==> config.mk <==
export PLATFORM = sky130hd
export DESIGN_NAME = tbs_serdes
export DESIGN_NICKNAME = d
export VERILOG_FILES = /design/src/pkg/tbs_pkg.sv /design/src/pkg/tbs_rx_if.sv /design/src/rtl/tbs_serdes.sv /design/src/rtl/tbs_rx_front.sv
export SDC_FILE = /design/constraint.sdc
export NUM_CORES = 1
export LEC_CHECK = 0
export ABC_AREA = 0
export BUFFER_PORTS_ARGS = -buffer_cell sky130_fd_sc_hd__buf_2
export CAP_MARGIN = 30
export CORE_ASPECT_RATIO = 0.8
export CORE_MARGIN = 1.5
export CORE_UTILIZATION = 59
export DETAILED_ROUTE_END_ITERATION = 16
export HOLD_SLACK_MARGIN = 0.08
export MAX_ROUTING_LAYER = met4
export PLACE_DENSITY = 0.9
export SLEW_MARGIN = 20
export SYNTH_ARGS = -nofsm -noshare
export SYNTH_HDL_FRONTEND = slang
export SYNTH_SLANG_ARGS = --single-unit
==> constraint.sdc <==
create_clock -name hclk -period 3.4 [get_ports hclk]
set_input_delay 0.68 -clock hclk [delete_from_list [all_inputs] [get_ports hclk]]
set_output_delay 0.68 -clock hclk [all_outputs]
set_load 0.03 [all_outputs]
==> src/pkg/tbs_pkg.sv <==
// Constants, register map and types for the 10Base-T serializer mode
package tbs_pkg;

  // ----------------------------------------------------------------
  // Clock and timing
  // ----------------------------------------------------------------
  localparam int CLK_NS      = 50;
  localparam int PREEMPH_NS  = 50;
  localparam int PREEMPH_CYC = (PREEMPH_NS / CLK_NS < 1) ? 1 :
                               PREEMPH_NS / CLK_NS;
  localparam int TX_EOP_NS   = 250;
  localparam int TX_EOP_CYC  = (TX_EOP_NS + CLK_NS - 1) / CLK_NS;
  localparam int SQ_EOP_NS   = 200;
  localparam int SQ_EOP_CYC  = (SQ_EOP_NS + CLK_NS - 1) / CLK_NS;
  localparam int LP_MAX_NS   = 200;
  localparam int LP_MAX_CYC  = (LP_MAX_NS / CLK_NS < 1) ? 1 :
                               LP_MAX_NS / CLK_NS;
  localparam int BIT_GAP_CYC = 2;

  // ----------------------------------------------------------------
  // Widths
  // ----------------------------------------------------------------
  localparam int SHIFT_W = 16;
  localparam int CNT_W   = 5;
  localparam int NFLG    = 5;
  localparam int SQ_W    = 4;

  // ----------------------------------------------------------------
  // Register offsets (byte addresses)
  // ----------------------------------------------------------------
  localparam logic [7:0] OFS_MODE   = 8'h00;
  localparam logic [7:0] OFS_SYNC   = 8'h04;
  localparam logic [7:0] OFS_RXCFG  = 8'h08;
  localparam logic [7:0] OFS_RXCNT  = 8'h0C;
  localparam logic [7:0] OFS_FLAGS  = 8'h10;
  localparam logic [7:0] OFS_INTEN  = 8'h14;
  localparam logic [7:0] OFS_RXBUF  = 8'h18;
  localparam logic [7:0] OFS_TXBUFH = 8'h1C;
  localparam logic [7:0] OFS_TXBUFL = 8'h20;
  localparam logic [7:0] OFS_TXCFG  = 8'h24;

  // ----------------------------------------------------------------
  // Fields and codes
  // ----------------------------------------------------------------
  localparam int         MODE_W        = 7;
  localparam int         MODE_POL_BIT  = 4;
  localparam int         MODE_MCLK_LSB = 5;
  localparam logic [3:0] PRS_10BT      = 4'h1;
  localparam logic [1:0] MCLK_80       = 2'h1;
  localparam int         RXCNT_CRS_BIT = 5;
  localparam logic [7:0] SFD_PATTERN   = 8'hD5;

  localparam int FLG_RX_BUFFER_FULL_FLAG  = 0;
  localparam int FLG_TX_BUFFER_EMPTY_FLAG  = 1;
  localparam int FLG_TX_END_PACKET_FLAG = 2;
  localparam int FLG_RXEOP = 3;
  localparam int FLG_LINK  = 4;

  localparam logic [MODE_W-1:0]  MODE_RST  = 7'h00;
  localparam logic [CNT_W-1:0]   CFG_RST   = 5'h10;
  localparam logic [NFLG-1:0]    FLG_RST   = 5'h00;
  localparam logic [SHIFT_W-1:0] WORD_FULL = 16'h0010;

  typedef enum logic [1:0] { TBS_TX_IDLE, TBS_TX_SHIFT, TBS_TX_EOP } tbs_tx_t;
  typedef enum logic       { TBS_RX_HUNT, TBS_RX_DATA }              tbs_rx_t;

endpackage

==> src/pkg/tbs_rx_if.sv <==
// Recovered bit stream and squelch status between line front and core
`timescale 1ns/1ps
interface tbs_rx_if;
  logic bit_valid;
  logic bit_val;
  logic carrier;
  logic eop;
  logic link_pulse;
  logic link_pol;

  modport front (output bit_valid, bit_val, carrier, eop, link_pulse,
                 link_pol);
  modport core  (input  bit_valid, bit_val, carrier, eop, link_pulse,
                 link_pol);
endinterface

==> src/rtl/tbs_serdes.sv <==
// 10Base-T serializer mode with AHB-Lite register slave
`timescale 1ns/1ps
module tbs_serdes
  import tbs_pkg::*;
(
  input  wire logic        hclk,
  input  wire logic        hresetn,
  input  wire logic        hsel,
  input  wire logic [31:0] haddr,
  input  wire logic [1:0]  htrans,
  input  wire logic        hwrite,
  input  wire logic [2:0]  hsize,
  input  wire logic [31:0] hwdata,
  input  wire logic        hready,
  output logic             hreadyout,
  output logic             hresp,
  output logic [31:0]      hrdata,
  input  wire logic        analog_rx_plus,
  input  wire logic        analog_rx_minus,
  output logic             tx_plus_pin,
  output logic             tx_minus_pin,
  output logic             tx_plus_preemphasis_pin,
  output logic             tx_minus_preemphasis_pin,
  output logic             irq
);

  // ----------------------------------------------------------------
  // State
  // ----------------------------------------------------------------
  typedef struct packed {
    logic                   a_sel;
    logic                   a_wr;
    logic [7:0]             a_addr;
    logic [31:0]            rdata;
    logic [MODE_W-1:0]      mode;
    logic [7:0]             sync_pattern_config;
    logic [CNT_W-1:0]       rx_shift_count_config;
    logic [CNT_W-1:0]       tx_bit_count_config;
    logic [NFLG-1:0]        flags;
    logic [NFLG-1:0]        inten;
    logic [SHIFT_W-1:0]     rx_buffer;
    logic [CNT_W-1:0]       rx_bit_count;
    logic [SHIFT_W-1:0]     tx_buffer;
    logic                   hi_wr;
    logic                   lo_wr;
    tbs_rx_t                rx_state;
    logic [7:0]             rx_win;
    logic [SHIFT_W-1:0]     rx_sh;
    logic [CNT_W-1:0]       rx_n;
    tbs_tx_t                tx_state;
    logic [SHIFT_W-1:0]     tx_sh;
    logic [CNT_W-1:0]       tx_n;
    logic [CNT_W-1:0]       tx_len;
    logic                   tx_half;
    logic [2:0]             tx_eopc;
    logic                   line_on;
    logic                   txp;
    logic                   txm;
    logic [PREEMPH_CYC-1:0] dly_p;
    logic [PREEMPH_CYC-1:0] dly_m;
    logic [PREEMPH_CYC-1:0] dly_on;
    logic                   irq;
  } tbs_st_t;

  tbs_st_t st_ff;
  tbs_st_t nxt_st;

  tbs_rx_if rxl ();

  tbs_rx_front u_front (
    .hclk            (hclk),
    .hresetn         (hresetn),
    .analog_rx_plus  (analog_rx_plus),
    .analog_rx_minus (analog_rx_minus),
    .rx              (rxl.front)
  );

  // ----------------------------------------------------------------
  // Helpers
  // ----------------------------------------------------------------
  // Zero and values above the shifter width both mean a full word
  function automatic logic [CNT_W-1:0] eff_cnt(input logic [CNT_W-1:0] c);
    if (c == '0 || c > CNT_W'(SHIFT_W)) begin
      eff_cnt = CNT_W'(SHIFT_W);
    end else begin
      eff_cnt = c;
    end
  endfunction

  logic                   is10;
  logic                   rx_en;
  logic                   rbit;
  logic                   enc;
  logic                   wr;
  logic [NFLG-1:0]        set_f;
  logic [NFLG-1:0]        clr_f;
  logic [SHIFT_W-1:0]     rx_next;
  logic [CNT_W-1:0]       n_inc;

  always_comb begin
    nxt_st  = st_ff;
    set_f   = '0;
    clr_f   = '0;
    is10    = st_ff.mode[3:0] == PRS_10BT;
    rx_en   = is10 &&
              st_ff.mode[MODE_MCLK_LSB +: 2] == MCLK_80;
    rbit    = rxl.bit_val ^ st_ff.mode[MODE_POL_BIT];
    rx_next = {rbit, st_ff.rx_sh[SHIFT_W-1:1]};
    n_inc   = st_ff.rx_n + CNT_W'(1);
    wr      = st_ff.a_sel && st_ff.a_wr;

    // --------------------------------------------------------------
    // Bus address phase; read data is captured here for the data phase
    // --------------------------------------------------------------
    nxt_st.a_sel  = hsel && htrans[1] && hready;
    nxt_st.a_wr   = hwrite;
    nxt_st.a_addr = haddr[7:0];
    nxt_st.rdata  = '0;
    if (haddr[7:0] == OFS_MODE) begin
      nxt_st.rdata[MODE_W-1:0] = st_ff.mode;
    end else if (haddr[7:0] == OFS_SYNC) begin
      nxt_st.rdata[7:0] = st_ff.sync_pattern_config;
    end else if (haddr[7:0] == OFS_RXCFG) begin
      nxt_st.rdata[CNT_W-1:0] = st_ff.rx_shift_count_config;
    end else if (haddr[7:0] == OFS_RXCNT) begin
      nxt_st.rdata[CNT_W-1:0]     = st_ff.rx_bit_count;
      nxt_st.rdata[RXCNT_CRS_BIT] = rxl.carrier;
    end else if (haddr[7:0] == OFS_FLAGS) begin
      nxt_st.rdata[NFLG-1:0] = st_ff.flags;
    end else if (haddr[7:0] == OFS_INTEN) begin
      nxt_st.rdata[NFLG-1:0] = st_ff.inten;
    end else if (haddr[7:0] == OFS_RXBUF) begin
      nxt_st.rdata[SHIFT_W-1:0] = st_ff.rx_buffer;
    end else if (haddr[7:0] == OFS_TXBUFH) begin
      nxt_st.rdata[7:0] = st_ff.tx_buffer[SHIFT_W-1:8];
    end else if (haddr[7:0] == OFS_TXBUFL) begin
      nxt_st.rdata[7:0] = st_ff.tx_buffer[7:0];
    end else if (haddr[7:0] == OFS_TXCFG) begin
      nxt_st.rdata[CNT_W-1:0] = st_ff.tx_bit_count_config;
    end

    // --------------------------------------------------------------
    // Bus data phase writes
    // --------------------------------------------------------------
    if (wr) begin
      if (st_ff.a_addr == OFS_MODE) begin
        nxt_st.mode = hwdata[MODE_W-1:0];
      end else if (st_ff.a_addr == OFS_SYNC) begin
        nxt_st.sync_pattern_config = hwdata[7:0];
      end else if (st_ff.a_addr == OFS_RXCFG) begin
        nxt_st.rx_shift_count_config = hwdata[CNT_W-1:0];
      end else if (st_ff.a_addr == OFS_FLAGS) begin
        clr_f = hwdata[NFLG-1:0];
      end else if (st_ff.a_addr == OFS_INTEN) begin
        nxt_st.inten = hwdata[NFLG-1:0];
      end else if (st_ff.a_addr == OFS_TXBUFH) begin
        nxt_st.tx_buffer[SHIFT_W-1:8] = hwdata[7:0];
        nxt_st.hi_wr                  = 1'b1;
      end else if (st_ff.a_addr == OFS_TXBUFL) begin
        nxt_st.tx_buffer[7:0] = hwdata[7:0];
        nxt_st.lo_wr          = 1'b1;
      end else if (st_ff.a_addr == OFS_TXCFG) begin
        nxt_st.tx_bit_count_config = hwdata[CNT_W-1:0];
      end
    end

    // --------------------------------------------------------------
    // Receive
    // --------------------------------------------------------------
    if (rxl.link_pulse && rx_en) begin
      set_f[FLG_LINK] = 1'b1;
    end
    if (!rx_en) begin
      nxt_st.rx_state = TBS_RX_HUNT;
      nxt_st.rx_win   = '0;
    end else begin
      case (st_ff.rx_state)
        TBS_RX_HUNT: begin
          if (rxl.bit_valid) begin
            nxt_st.rx_win = {st_ff.rx_win[6:0], rbit};
            if ({st_ff.rx_win[6:0], rbit} == SFD_PATTERN) begin
              nxt_st.rx_state = TBS_RX_DATA;
              nxt_st.rx_n     = '0;
              nxt_st.rx_sh    = '0;
            end
          end
        end
        TBS_RX_DATA: begin
          // Matching stays off here so payload cannot restart a frame
          if (rxl.eop) begin
            nxt_st.rx_state     = TBS_RX_HUNT;
            nxt_st.rx_win       = '0;
            nxt_st.rx_bit_count = st_ff.rx_n;
            nxt_st.rx_buffer    = st_ff.rx_sh >>
                                  (CNT_W'(SHIFT_W) - st_ff.rx_n);
            set_f[FLG_RXEOP]    = 1'b1;
            set_f[FLG_RX_BUFFER_FULL_FLAG]     = 1'b1;
          end else if (rxl.bit_valid) begin
            nxt_st.rx_sh = rx_next;
            nxt_st.rx_n  = n_inc;
            if (n_inc == eff_cnt(st_ff.rx_shift_count_config)) begin
              nxt_st.rx_buffer    = rx_next;
              nxt_st.rx_bit_count = n_inc;
              nxt_st.rx_n         = '0;
              set_f[FLG_RX_BUFFER_FULL_FLAG]     = 1'b1;
            end
          end
        end
        default: nxt_st.rx_state = TBS_RX_HUNT;
      endcase
    end

    // --------------------------------------------------------------
    // Transmit
    // --------------------------------------------------------------
    enc         = 1'b0;
    nxt_st.txp  = 1'b0;
    nxt_st.txm  = 1'b0;
    case (st_ff.tx_state)
      TBS_TX_IDLE: begin
        if (nxt_st.hi_wr && nxt_st.lo_wr) begin
          nxt_st.tx_state = TBS_TX_SHIFT;
          nxt_st.tx_sh    = nxt_st.tx_buffer;
          nxt_st.tx_len   = eff_cnt(st_ff.tx_bit_count_config);
          nxt_st.tx_n     = '0;
          nxt_st.tx_half  = 1'b0;
          nxt_st.hi_wr    = 1'b0;
          nxt_st.lo_wr    = 1'b0;
          set_f[FLG_TX_BUFFER_EMPTY_FLAG] = 1'b1;
        end
      end
      TBS_TX_SHIFT: begin
        // Ones go low then high; the encoder is skipped outside 10Base-T
        enc = is10 ? (st_ff.tx_half ? st_ff.tx_sh[0] : ~st_ff.tx_sh[0])
                   : st_ff.tx_sh[0];
        nxt_st.txp     = enc;
        nxt_st.txm     = is10 & ~enc;
        nxt_st.tx_half = is10 ? ~st_ff.tx_half : 1'b1;
        if (st_ff.tx_half || !is10) begin
          nxt_st.tx_half = 1'b0;
          nxt_st.tx_sh   = st_ff.tx_sh >> 1;
          nxt_st.tx_n    = st_ff.tx_n + CNT_W'(1);
          if (st_ff.tx_n + CNT_W'(1) == st_ff.tx_len) begin
            if (nxt_st.hi_wr && nxt_st.lo_wr) begin
              nxt_st.tx_sh    = nxt_st.tx_buffer;
              nxt_st.tx_len   = eff_cnt(st_ff.tx_bit_count_config);
              nxt_st.tx_n     = '0;
              nxt_st.hi_wr    = 1'b0;
              nxt_st.lo_wr    = 1'b0;
              set_f[FLG_TX_BUFFER_EMPTY_FLAG] = 1'b1;
            end else begin
              set_f[FLG_TX_END_PACKET_FLAG] = 1'b1;
              nxt_st.tx_eopc   = 3'(TX_EOP_CYC - 1);
              nxt_st.tx_state  = is10 ? TBS_TX_EOP : TBS_TX_IDLE;
            end
          end
        end
      end
      TBS_TX_EOP: begin
        // Line held positive until the countdown expires
        nxt_st.txp     = 1'b1;
        nxt_st.tx_eopc = st_ff.tx_eopc - 3'h1;
        if (st_ff.tx_eopc == 3'h0) begin
          nxt_st.tx_state = TBS_TX_IDLE;
        end
      end
      default: nxt_st.tx_state = TBS_TX_IDLE;
    endcase
    nxt_st.line_on = st_ff.tx_state != TBS_TX_IDLE;

    // Pre-emphasis copies the line one half-bit later, inverted
    nxt_st.dly_p  = PREEMPH_CYC'({st_ff.dly_p, st_ff.txp});
    nxt_st.dly_m  = PREEMPH_CYC'({st_ff.dly_m, st_ff.txm});
    nxt_st.dly_on = PREEMPH_CYC'({st_ff.dly_on, st_ff.line_on & is10});

    // --------------------------------------------------------------
    // Flags: a hardware set beats a software clear in the same cycle
    // --------------------------------------------------------------
    nxt_st.flags = (st_ff.flags & ~clr_f) | set_f;
    nxt_st.irq   = |(nxt_st.flags & st_ff.inten);
  end

  always_ff @(posedge hclk or negedge hresetn) begin
    if (!hresetn) begin
      st_ff                       <= '0;
      st_ff.mode                  <= MODE_RST;
      st_ff.rx_shift_count_config <= CFG_RST;
      st_ff.tx_bit_count_config   <= CFG_RST;
      st_ff.flags                 <= FLG_RST;
      st_ff.rx_state              <= TBS_RX_HUNT;
      st_ff.tx_state              <= TBS_TX_IDLE;
    end else begin
      st_ff <= nxt_st;
    end
  end

  // ----------------------------------------------------------------
  // Outputs
  // ----------------------------------------------------------------
  assign hreadyout    = 1'b1;
  assign hresp        = 1'b0;
  assign hrdata       = st_ff.rdata;
  assign tx_plus_pin  = st_ff.txp;
  assign tx_minus_pin = st_ff.txm;
  assign tx_plus_preemphasis_pin  =
    st_ff.dly_on[PREEMPH_CYC-1] & ~st_ff.dly_p[PREEMPH_CYC-1];
  assign tx_minus_preemphasis_pin =
    st_ff.dly_on[PREEMPH_CYC-1] & ~st_ff.dly_m[PREEMPH_CYC-1];
  assign irq = st_ff.irq;

endmodule // tbs_serdes

==> src/rtl/tbs_rx_front.sv <==
// Squelch, end-of-packet detection and clock/data recovery
`timescale 1ns/1ps
module tbs_rx_front
  import tbs_pkg::*;
(
  input  wire logic  hclk,
  input  wire logic  hresetn,
  input  wire logic  analog_rx_plus,
  input  wire logic  analog_rx_minus,
  tbs_rx_if.front    rx
);

  typedef struct packed {
    logic            prv;
    logic [1:0]      gap;
    logic [SQ_W-1:0] idle;
    logic [SQ_W-1:0] len;
    logic            on;
    logic            lvl;
    logic            bv;
    logic            bit_v;
    logic            crs;
    logic            eop;
    logic            lp;
    logic            lpol;
  } tbs_fe_t;

  tbs_fe_t st_ff;
  tbs_fe_t nxt_st;
  logic    carrier;

  // ----------------------------------------------------------------
  // Squelch and recovery
  // ----------------------------------------------------------------
  // A valid differential level has the two comparators disagree
  assign carrier = analog_rx_plus ^ analog_rx_minus;

  always_comb begin
    nxt_st     = st_ff;
    nxt_st.bv  = 1'b0;
    nxt_st.eop = 1'b0;
    nxt_st.lp  = 1'b0;
    nxt_st.prv = analog_rx_plus;
    nxt_st.crs = st_ff.on;
    if (st_ff.gap != 2'(BIT_GAP_CYC)) begin
      nxt_st.gap = st_ff.gap + 2'h1;
    end
    // Mid-bit edges are two cycles apart; cell edges in between are
    // skipped because the gap has not elapsed yet
    if (carrier && analog_rx_plus != st_ff.prv &&
        st_ff.gap == 2'(BIT_GAP_CYC)) begin
      nxt_st.bv    = st_ff.on;
      nxt_st.bit_v = analog_rx_plus;
      nxt_st.gap   = 2'h1;
    end
    if (carrier) begin
      nxt_st.idle = '0;
      nxt_st.on   = 1'b1;
      if (!st_ff.on) begin
        nxt_st.lvl = analog_rx_plus;
      end
      if (st_ff.len != SQ_W'(LP_MAX_CYC + 1)) begin
        nxt_st.len = st_ff.len + SQ_W'(1);
      end
    end else if (st_ff.on) begin
      nxt_st.idle = st_ff.idle + SQ_W'(1);
      if (st_ff.idle == SQ_W'(SQ_EOP_CYC - 1)) begin
        nxt_st.on  = 1'b0;
        nxt_st.len = '0;
        // Short bursts are link pulses, longer ones end a packet
        if (st_ff.len <= SQ_W'(LP_MAX_CYC)) begin
          nxt_st.lp   = 1'b1;
          nxt_st.lpol = st_ff.lvl;
        end else begin
          nxt_st.eop = 1'b1;
        end
      end
    end
  end

  always_ff @(posedge hclk or negedge hresetn) begin
    if (!hresetn) begin
      st_ff <= '0;
    end else begin
      st_ff <= nxt_st;
    end
  end

  assign rx.bit_valid  = st_ff.bv;
  assign rx.bit_val    = st_ff.bit_v;
  assign rx.carrier    = st_ff.crs;
  assign rx.eop        = st_ff.eop;
  assign rx.link_pulse = st_ff.lp;
  assign rx.link_pol   = st_ff.lpol;

endmodule // tbs_rx_front

==> reports/qor.csv, run 1 <==
metric,value,unit
fin_total_pwr,5.568,mW
path_delay_family,simple AND/OR/NAND/NOR gates,
hp-class,in -> async,
diodes,0,
grt_pass1_vias,6792,
dp_hpwl,15900,µm
yosys-top-cells-count,"dfrtp_1, nand2_1, nor2_1",
grt_pass1_wl,36310,µm
syn_area_per_cell,10.42,µm²
drive_gt1_share,17.30,%
vdd_ir_drop_max,0.4500,mV
cts_sinks,185,
clk_latency,450,ps
grt_max_degree,91,
wl,22290,µm
routedWlPerCell,19.07,µm
drc,0,
synth_top_area_cell,dfrtp_1,
fin_crit,2951,ps
synth.most_common_cell,dfrtp_1,
p_leak,4.745,nW
cp-end-kind,flop,
core,15850,µm²
synthFlopType,dfrtp_1,
async_reset_ff_share,100.0,%
antenna_found_initial,0,
cts_resized,0,
powerDensity,529.9,nW/µm²
relSlewSlack,43.93,%
finalSetupViolations,0,
max_stage_delay,690,ps
ys_ff_latch,185,
tns,0,ps
cts_tree,yes,
synthTopCellsByArea,"dfrtp_1, mux2_2, mux2i_1",
synthCells,925,
synthDistinctLibCells,77,
die_y,117.3,µm
cp_max_fo,22,
initial_utilization,60.83,%
hold_violations,0,
cp-start-kind,flop,
period_share,86.81,%
critPathSlowestCell,and4bb_2,
fmax,0.3388,GHz
path_clk_slew,70,ps
nFillCells,1180,
yosysSeqAreaShare,48.04,%
crit_buf_inv,0,
ant_nets,0,
grt_overflow,0,
io_pins,115,
critical_path_arrival,3280,ps
status,completed,
rows,41,
drtIter0Drc,852,
rsz0062_at_grt,false,
numCtsBuffers,17,
drv_cap,0,
die_w,145.9,µm
synth_edf_count,0,
critPathKind,reg -> reg,
clockRootBuffer,clkbuf_16,
grt_usage,27.82,%
vias_per_cell,6.303,
clk_path_buf_depth,2,
drv_slew,0,
drt_first_pass_iters,5,
clock_skew,10.60,ps
vias,7368,
area_growth,8.980,%
synthesis.area,9642,µm²
final_nets,1032,
gp_congestion,0.9865,
worstPathRequired,3730,ps
portBuffers,44,
cts_setup_buffers,0,
yosysTopAreaCellShare,47.50,%
yosys_warnings,0,
crit_chain,nand4bb_1 > and4bb_2 > o22ai_4 > a211o_1 > and2_1 > a221o_1,
worst_slew_pin_slew,835.0,ps
hold_buffers,0,
die_area,17120,µm²
h-tree-depth,4,
==> layer usage <==
layer / track usage [%] / wire length (µm) / up-vias / share of wire, %
li1: - / - / 3319 / -
met2: 37.59 / 9764 / 371 / 44
met1: 41.55 / 10020 / 3641 / 45
met5: - / 0 / - / 0
met3: 5.798 / 2114 / 37 / 9.5
met4: 9.375 / 393 / 0 / 1.8
==> where the power goes <==
part	switching, mW	total [mW]	internal (mW)
sequential	0.169	2.55	2.38
combinational	0.629	1.01	0.385
clock	0.942	2.00	1.06
==> cells in the final DEF (no fill, tap or decap), types with 19 or more instances in the layout <==
master   Yosys  routed
nand2_1     83      83
a22o_1      26      26
dfrtp_1    183     183
o21ai_1     29      29
nor2_1      66      66
nand3_1     19      19
a21oi_1     41      41
inv_1       31      31
mux2_2      51      51
o21ai_0     24      24
buf_2       11      43
mux2i_1     39      39
==> stage by stage <==
step | cell area (µm²) | hold slack, ps | worst slack [ps] | std cells | utilization [%]
4_1_cts | 10500 | 331.0 | 435.2 | 1168 | 66.24
6_report | 10510 | 310.7 | 448.5 | 1169 | 66.29
5_1_grt | 10510 | 331.2 | 312.0 | 1169 | 66.29
3_3_place_gp | 9911 | 354.8 | 582.8 | 1136 | 62.52
3_5_place_dp | 9911 | 364.4 | 500.0 | 1136 | 62.52
2_1_floorplan | 9702 | 351.9 | 1005 | 941 | -
==> path summary, 6_finish.rpt <==
kind                              startpoint                 to  slack [ps]  depth (start not counted)
worst max-delay path              st_ff[181]          st_ff[22]         450                          6
worst min register to register  tx_minus_pin           st_ff[2]         380                          0
min in group hclk                     hwrite         st_ff[183]         340                          1
max in group asynchronous            hresetn         st_ff[122]        2320                          2
worst min-delay path                 hresetn  u_front.st_ff[17]         310                          1
worst max register to register    st_ff[181]          st_ff[22]         450                          6
==> final cells by class <==
type	count	area [µm²]	share of cell area, %
clock inverters	14	150.1	1.429
flip-flops and latches	185	4632	44.08
repair buffers	63	396.6	3.775
inverters	31	116.4	1.107
clock buffers	18	439.2	4.180
multi-input cells	643	4504	42.87
well taps	215	269.0	2.560
==> cell families (layout without fill, tap and decap cells) <==
logic type,after synthesis,after routing,share of synthesized area (%)
AND/OR/NAND/NOR,269,269,14.14
AO/OA/AOI/OAI,215,215,15.64
flip-flops,185,185,48.04
buffers and inverters,113,126,6.021
multiplexers,95,95,11.17
XOR/XNOR,31,31,2.959
adder cells (fa/ha/maj),15,15,1.947
other,2,18,0.07789
==> registers in the layout, indices dropped and copies added, names as in the netlist <==
| signal | flops |
|---|---|
| hrdata | 16 |
| irq | 1 |
| rx_next | 15 |
| st_ff | 134 |
| tx_minus_pin | 1 |
| tx_plus_pin | 1 |
| u_front.nxt_st | 1 |
| u_front.rx.bit_val | 1 |
| u_front.rx.bit_valid | 1 |
| u_front.rx.carrier | 1 |
| u_front.rx.eop | 1 |
| u_front.rx.link_pulse | 1 |
| u_front.st_ff | 11 |
Note: power is estimated with default switching activity, not from simulation.
==> run 2, diff against run 1 <==
--- a/config.mk
+++ b/config.mk
@@ -5,7 +5,7 @@
 export SDC_FILE = /design/constraint.sdc
 export NUM_CORES = 1
 export LEC_CHECK = 0
-export ABC_AREA = 0
+export ABC_AREA = 1
 export BUFFER_PORTS_ARGS = -buffer_cell sky130_fd_sc_hd__buf_2
 export CAP_MARGIN = 30
 export CORE_ASPECT_RATIO = 0.8
@@ -14,7 +14,7 @@
 export DETAILED_ROUTE_END_ITERATION = 16
 export HOLD_SLACK_MARGIN = 0.08
 export MAX_ROUTING_LAYER = met4
-export PLACE_DENSITY = 0.9
+export PLACE_DENSITY_LB_ADDON = 0.05
 export SLEW_MARGIN = 20
 export SYNTH_ARGS = -nofsm -noshare
 export SYNTH_HDL_FRONTEND = slang
==> run 2 against run 1 <==
Net effect:
- core utilization down 1.0 points
- critical path depth up 8
- first-iteration DRC count down 1.2%
- global-route usage up 1.0 points
- die area up 3.5%
- worst hold slack worse by 21 ps
- combinational power up 35%
- largest power group unchanged
==> reports/qor.csv, run 2 <==
metric,value,unit
status,completed,
p_leak,5.396,nW
clock_skew,10.66,ps
fin_util,65.26,%
area_growth,8.155,%
cts_resized,0,
initial_utilization,60.34,%
synth_top_area_cell,dfrtp_1,
async_reset_ff_share,100.0,%
grt_pass1_wl,38460,µm
path_clk_slew,70,ps
yosys-top-cells-count,"nand2_1, dfrtp_1, inv_1",
gp_congestion,0.9451,
cp_max_fo,28,
core,16550,µm²
grt_usage,28.83,%
ant_nets,0,
syn_area_per_cell,7.965,µm²
seq_power_share,43.1,%
grt_max_degree,91,
powerDensity,559.9,nW/µm²
yosys_warnings,0,
yosysTopAreaCellShare,45.85,%
vias,8177,
critPathCapture,st_ff[96],
relSlewSlack,48.93,%
synthesis.area,9988,µm²
drc,0,
rows,42,
finalSetupViolations,0,
hold_violations,0,
ys_ff_latch,185,
cp-end-kind,flop,
hp-class,in -> async,
diodes,0,
rsz0062_at_grt,false,
routedWlPerCell,15.52,µm
synth_edf_count,0,
clockRootBuffer,clkbuf_16,
cp-start-kind,flop,
synthCells,1254,
reg2reg_slack,670,ps
switchingPower,2.020,mW
tns,0,ps
clockPowerShare,34.4,%
grt_pass1_vias,7359,
worstSetupStartpoint,st_ff[39],
cts_tree,yes,
synthFlopType,dfrtp_1,
io_pins,115,
r2r-end,st_ff[96],
cts_setup_buffers,0,
die_area,17720,µm²
worst_slew_pin_slew,765.2,ps
die_w,148.5,µm
nFillCells,1424,
largest_register_ffs,134,
synthTopCellsByArea,"dfrtp_1, nand2_1, inv_1",
portBuffers,44,
yosysSeqAreaShare,46.37,%
critical_path_arrival,3060,ps
vias_per_cell,5.419,
drv_slew,0,
drv_cap,0,
fin_crit,2732,ps
grt_overflow,0,
drt_first_pass_iters,7,
synthDistinctLibCells,50,
mostFrequentLayoutCell,nand2_1,
placedInstanceArea,10180,µm²
critPathKind,reg -> reg,
final_nets,1367,
die_y,119.4,µm
hold_buffers,0,
cts_sinks,185,
vdd_ir_drop_max,0.4263,mV
wl,23420,µm
drtIter0Drc,842,
antenna_found_initial,0,
ff2ff_path_depth,14,
stdcell_area,10800,µm²
drive_gt1_share,13.11,%
numCtsBuffers,17,
synth.most_common_cell,nand2_1,
fmax,0.3661,GHz
final_cell_mix,"nand2_1, dfrtp_1, inv_1",
dp_hpwl,16870,µm
rr_startpoint,st_ff[39],
period_share,80.34,%
internal_power,4.029,mW
power_frac_comb,22.5,%
top_register,st_ff,
clk_path_buf_depth,2,
h-tree-depth,4,
p_sw_share,33.39,%
worstPathRequired,3730,ps
clk_latency,440,ps
-- run 2: cell types whose count changed after synthesis, moves of 22 or more --
cell	before	now
mux2_2	51	1
mux2i_1	39	10
inv_1	31	145
o21ai_0	24	104
nand3_1	19	78
a22o_1	26	4
nand2_1	83	318
clkbuf_1	30	7
nor2_1	66	93
-- run 2: layout make-up --
cell class | instances | area (µm²) | share of cell area (%)
sequential | 185 | 4632 | 42.88
timing repair buffer | 55 | 324.1 | 3.000
tap | 220 | 275.3 | 2.548
clock inverter | 14 | 180.2 | 1.668
multi-input combinational | 859 | 4357 | 40.33
clock buffer | 18 | 439.2 | 4.065
inverter | 158 | 595.6 | 5.513
-- run 2: worst min path at each step --
| stage | endpoint | cells after the start |
|---|---|---|
| 2_1_floorplan | hrdata[0] | 0 |
| 3_3_place_gp | st_ff[3] | 0 |
| 3_5_place_dp | st_ff[2] | 0 |
| 4_1_cts | st_ff[19] | 1 |
| 5_1_grt | st_ff[183] | 1 |
| 6_report | st_ff[17] | 1 |
-- run 2: stage by stage --
| stage | hold WS [ps] | power [mW] | setup slack, ps | cells |
|---|---|---|---|---|
| after floorplan | 384.4 | 3.674 | 1353 | 1270 |
| after global placement | 359.7 | 3.953 | 753.7 | 1476 |
| after detailed placement | 361.0 | 3.991 | 700.7 | 1477 |
| after CTS | 329.6 | 6.075 | 690.4 | 1509 |
| after global routing | 333.1 | 6.383 | 354.7 | 1509 |
| final | 289.8 | 6.049 | 668.4 | 1509 |
-- run 2: power groups by stage --
stage	clock, mW	combinational (mW)	sequential (mW)
final	2.08	1.36	2.61
after global routing	2.21	1.54	2.63
after CTS	2.11	1.36	2.60
after detailed placement	0	1.35	2.64
after global placement	0	1.32	2.64
after floorplan	0	1.08	2.60
-- run 2: worst max-delay path: stages, from the launching register on --
cell     delay, ps
dfrtp_1        570
inv_2          130
ha_1           450
inv_2           60
nand3_1         70
nand2_1         50
nor2_1          90
nand2_1         60
nor2_1          80
nand2_1         90
nand2_2        150
nand3_2        260
buf_4          320
nor2_1         150
nor2_1          60
-- run 2: logic make-up (layout without fill, tap and decap cells) --
group           after synthesis  in the layout  synth area share [%]
flops                       185            185                 46.37
xor+xnor                      9              9                0.8644
mux                          11             11                 1.115
simple gates                577            577                 25.93
other cells                   2             18               0.07519
compound gates              229            229                 13.15
fa+ha+maj                    15             15                 1.879
buf+inv                     226            245                 10.61
-- run 2: layer usage --
| layer | up-vias | track usage [%] | routed length, µm |
|---|---|---|---|
| li1 | 4067 | - | - |
| met1 | 3823 | 45.68 | 12030 |
| met2 | 265 | 38.26 | 9590 |
| met3 | 22 | 4.828 | 1570 |
| met4 | 0 | 6.374 | 233 |
| met5 | - | - | 0 |
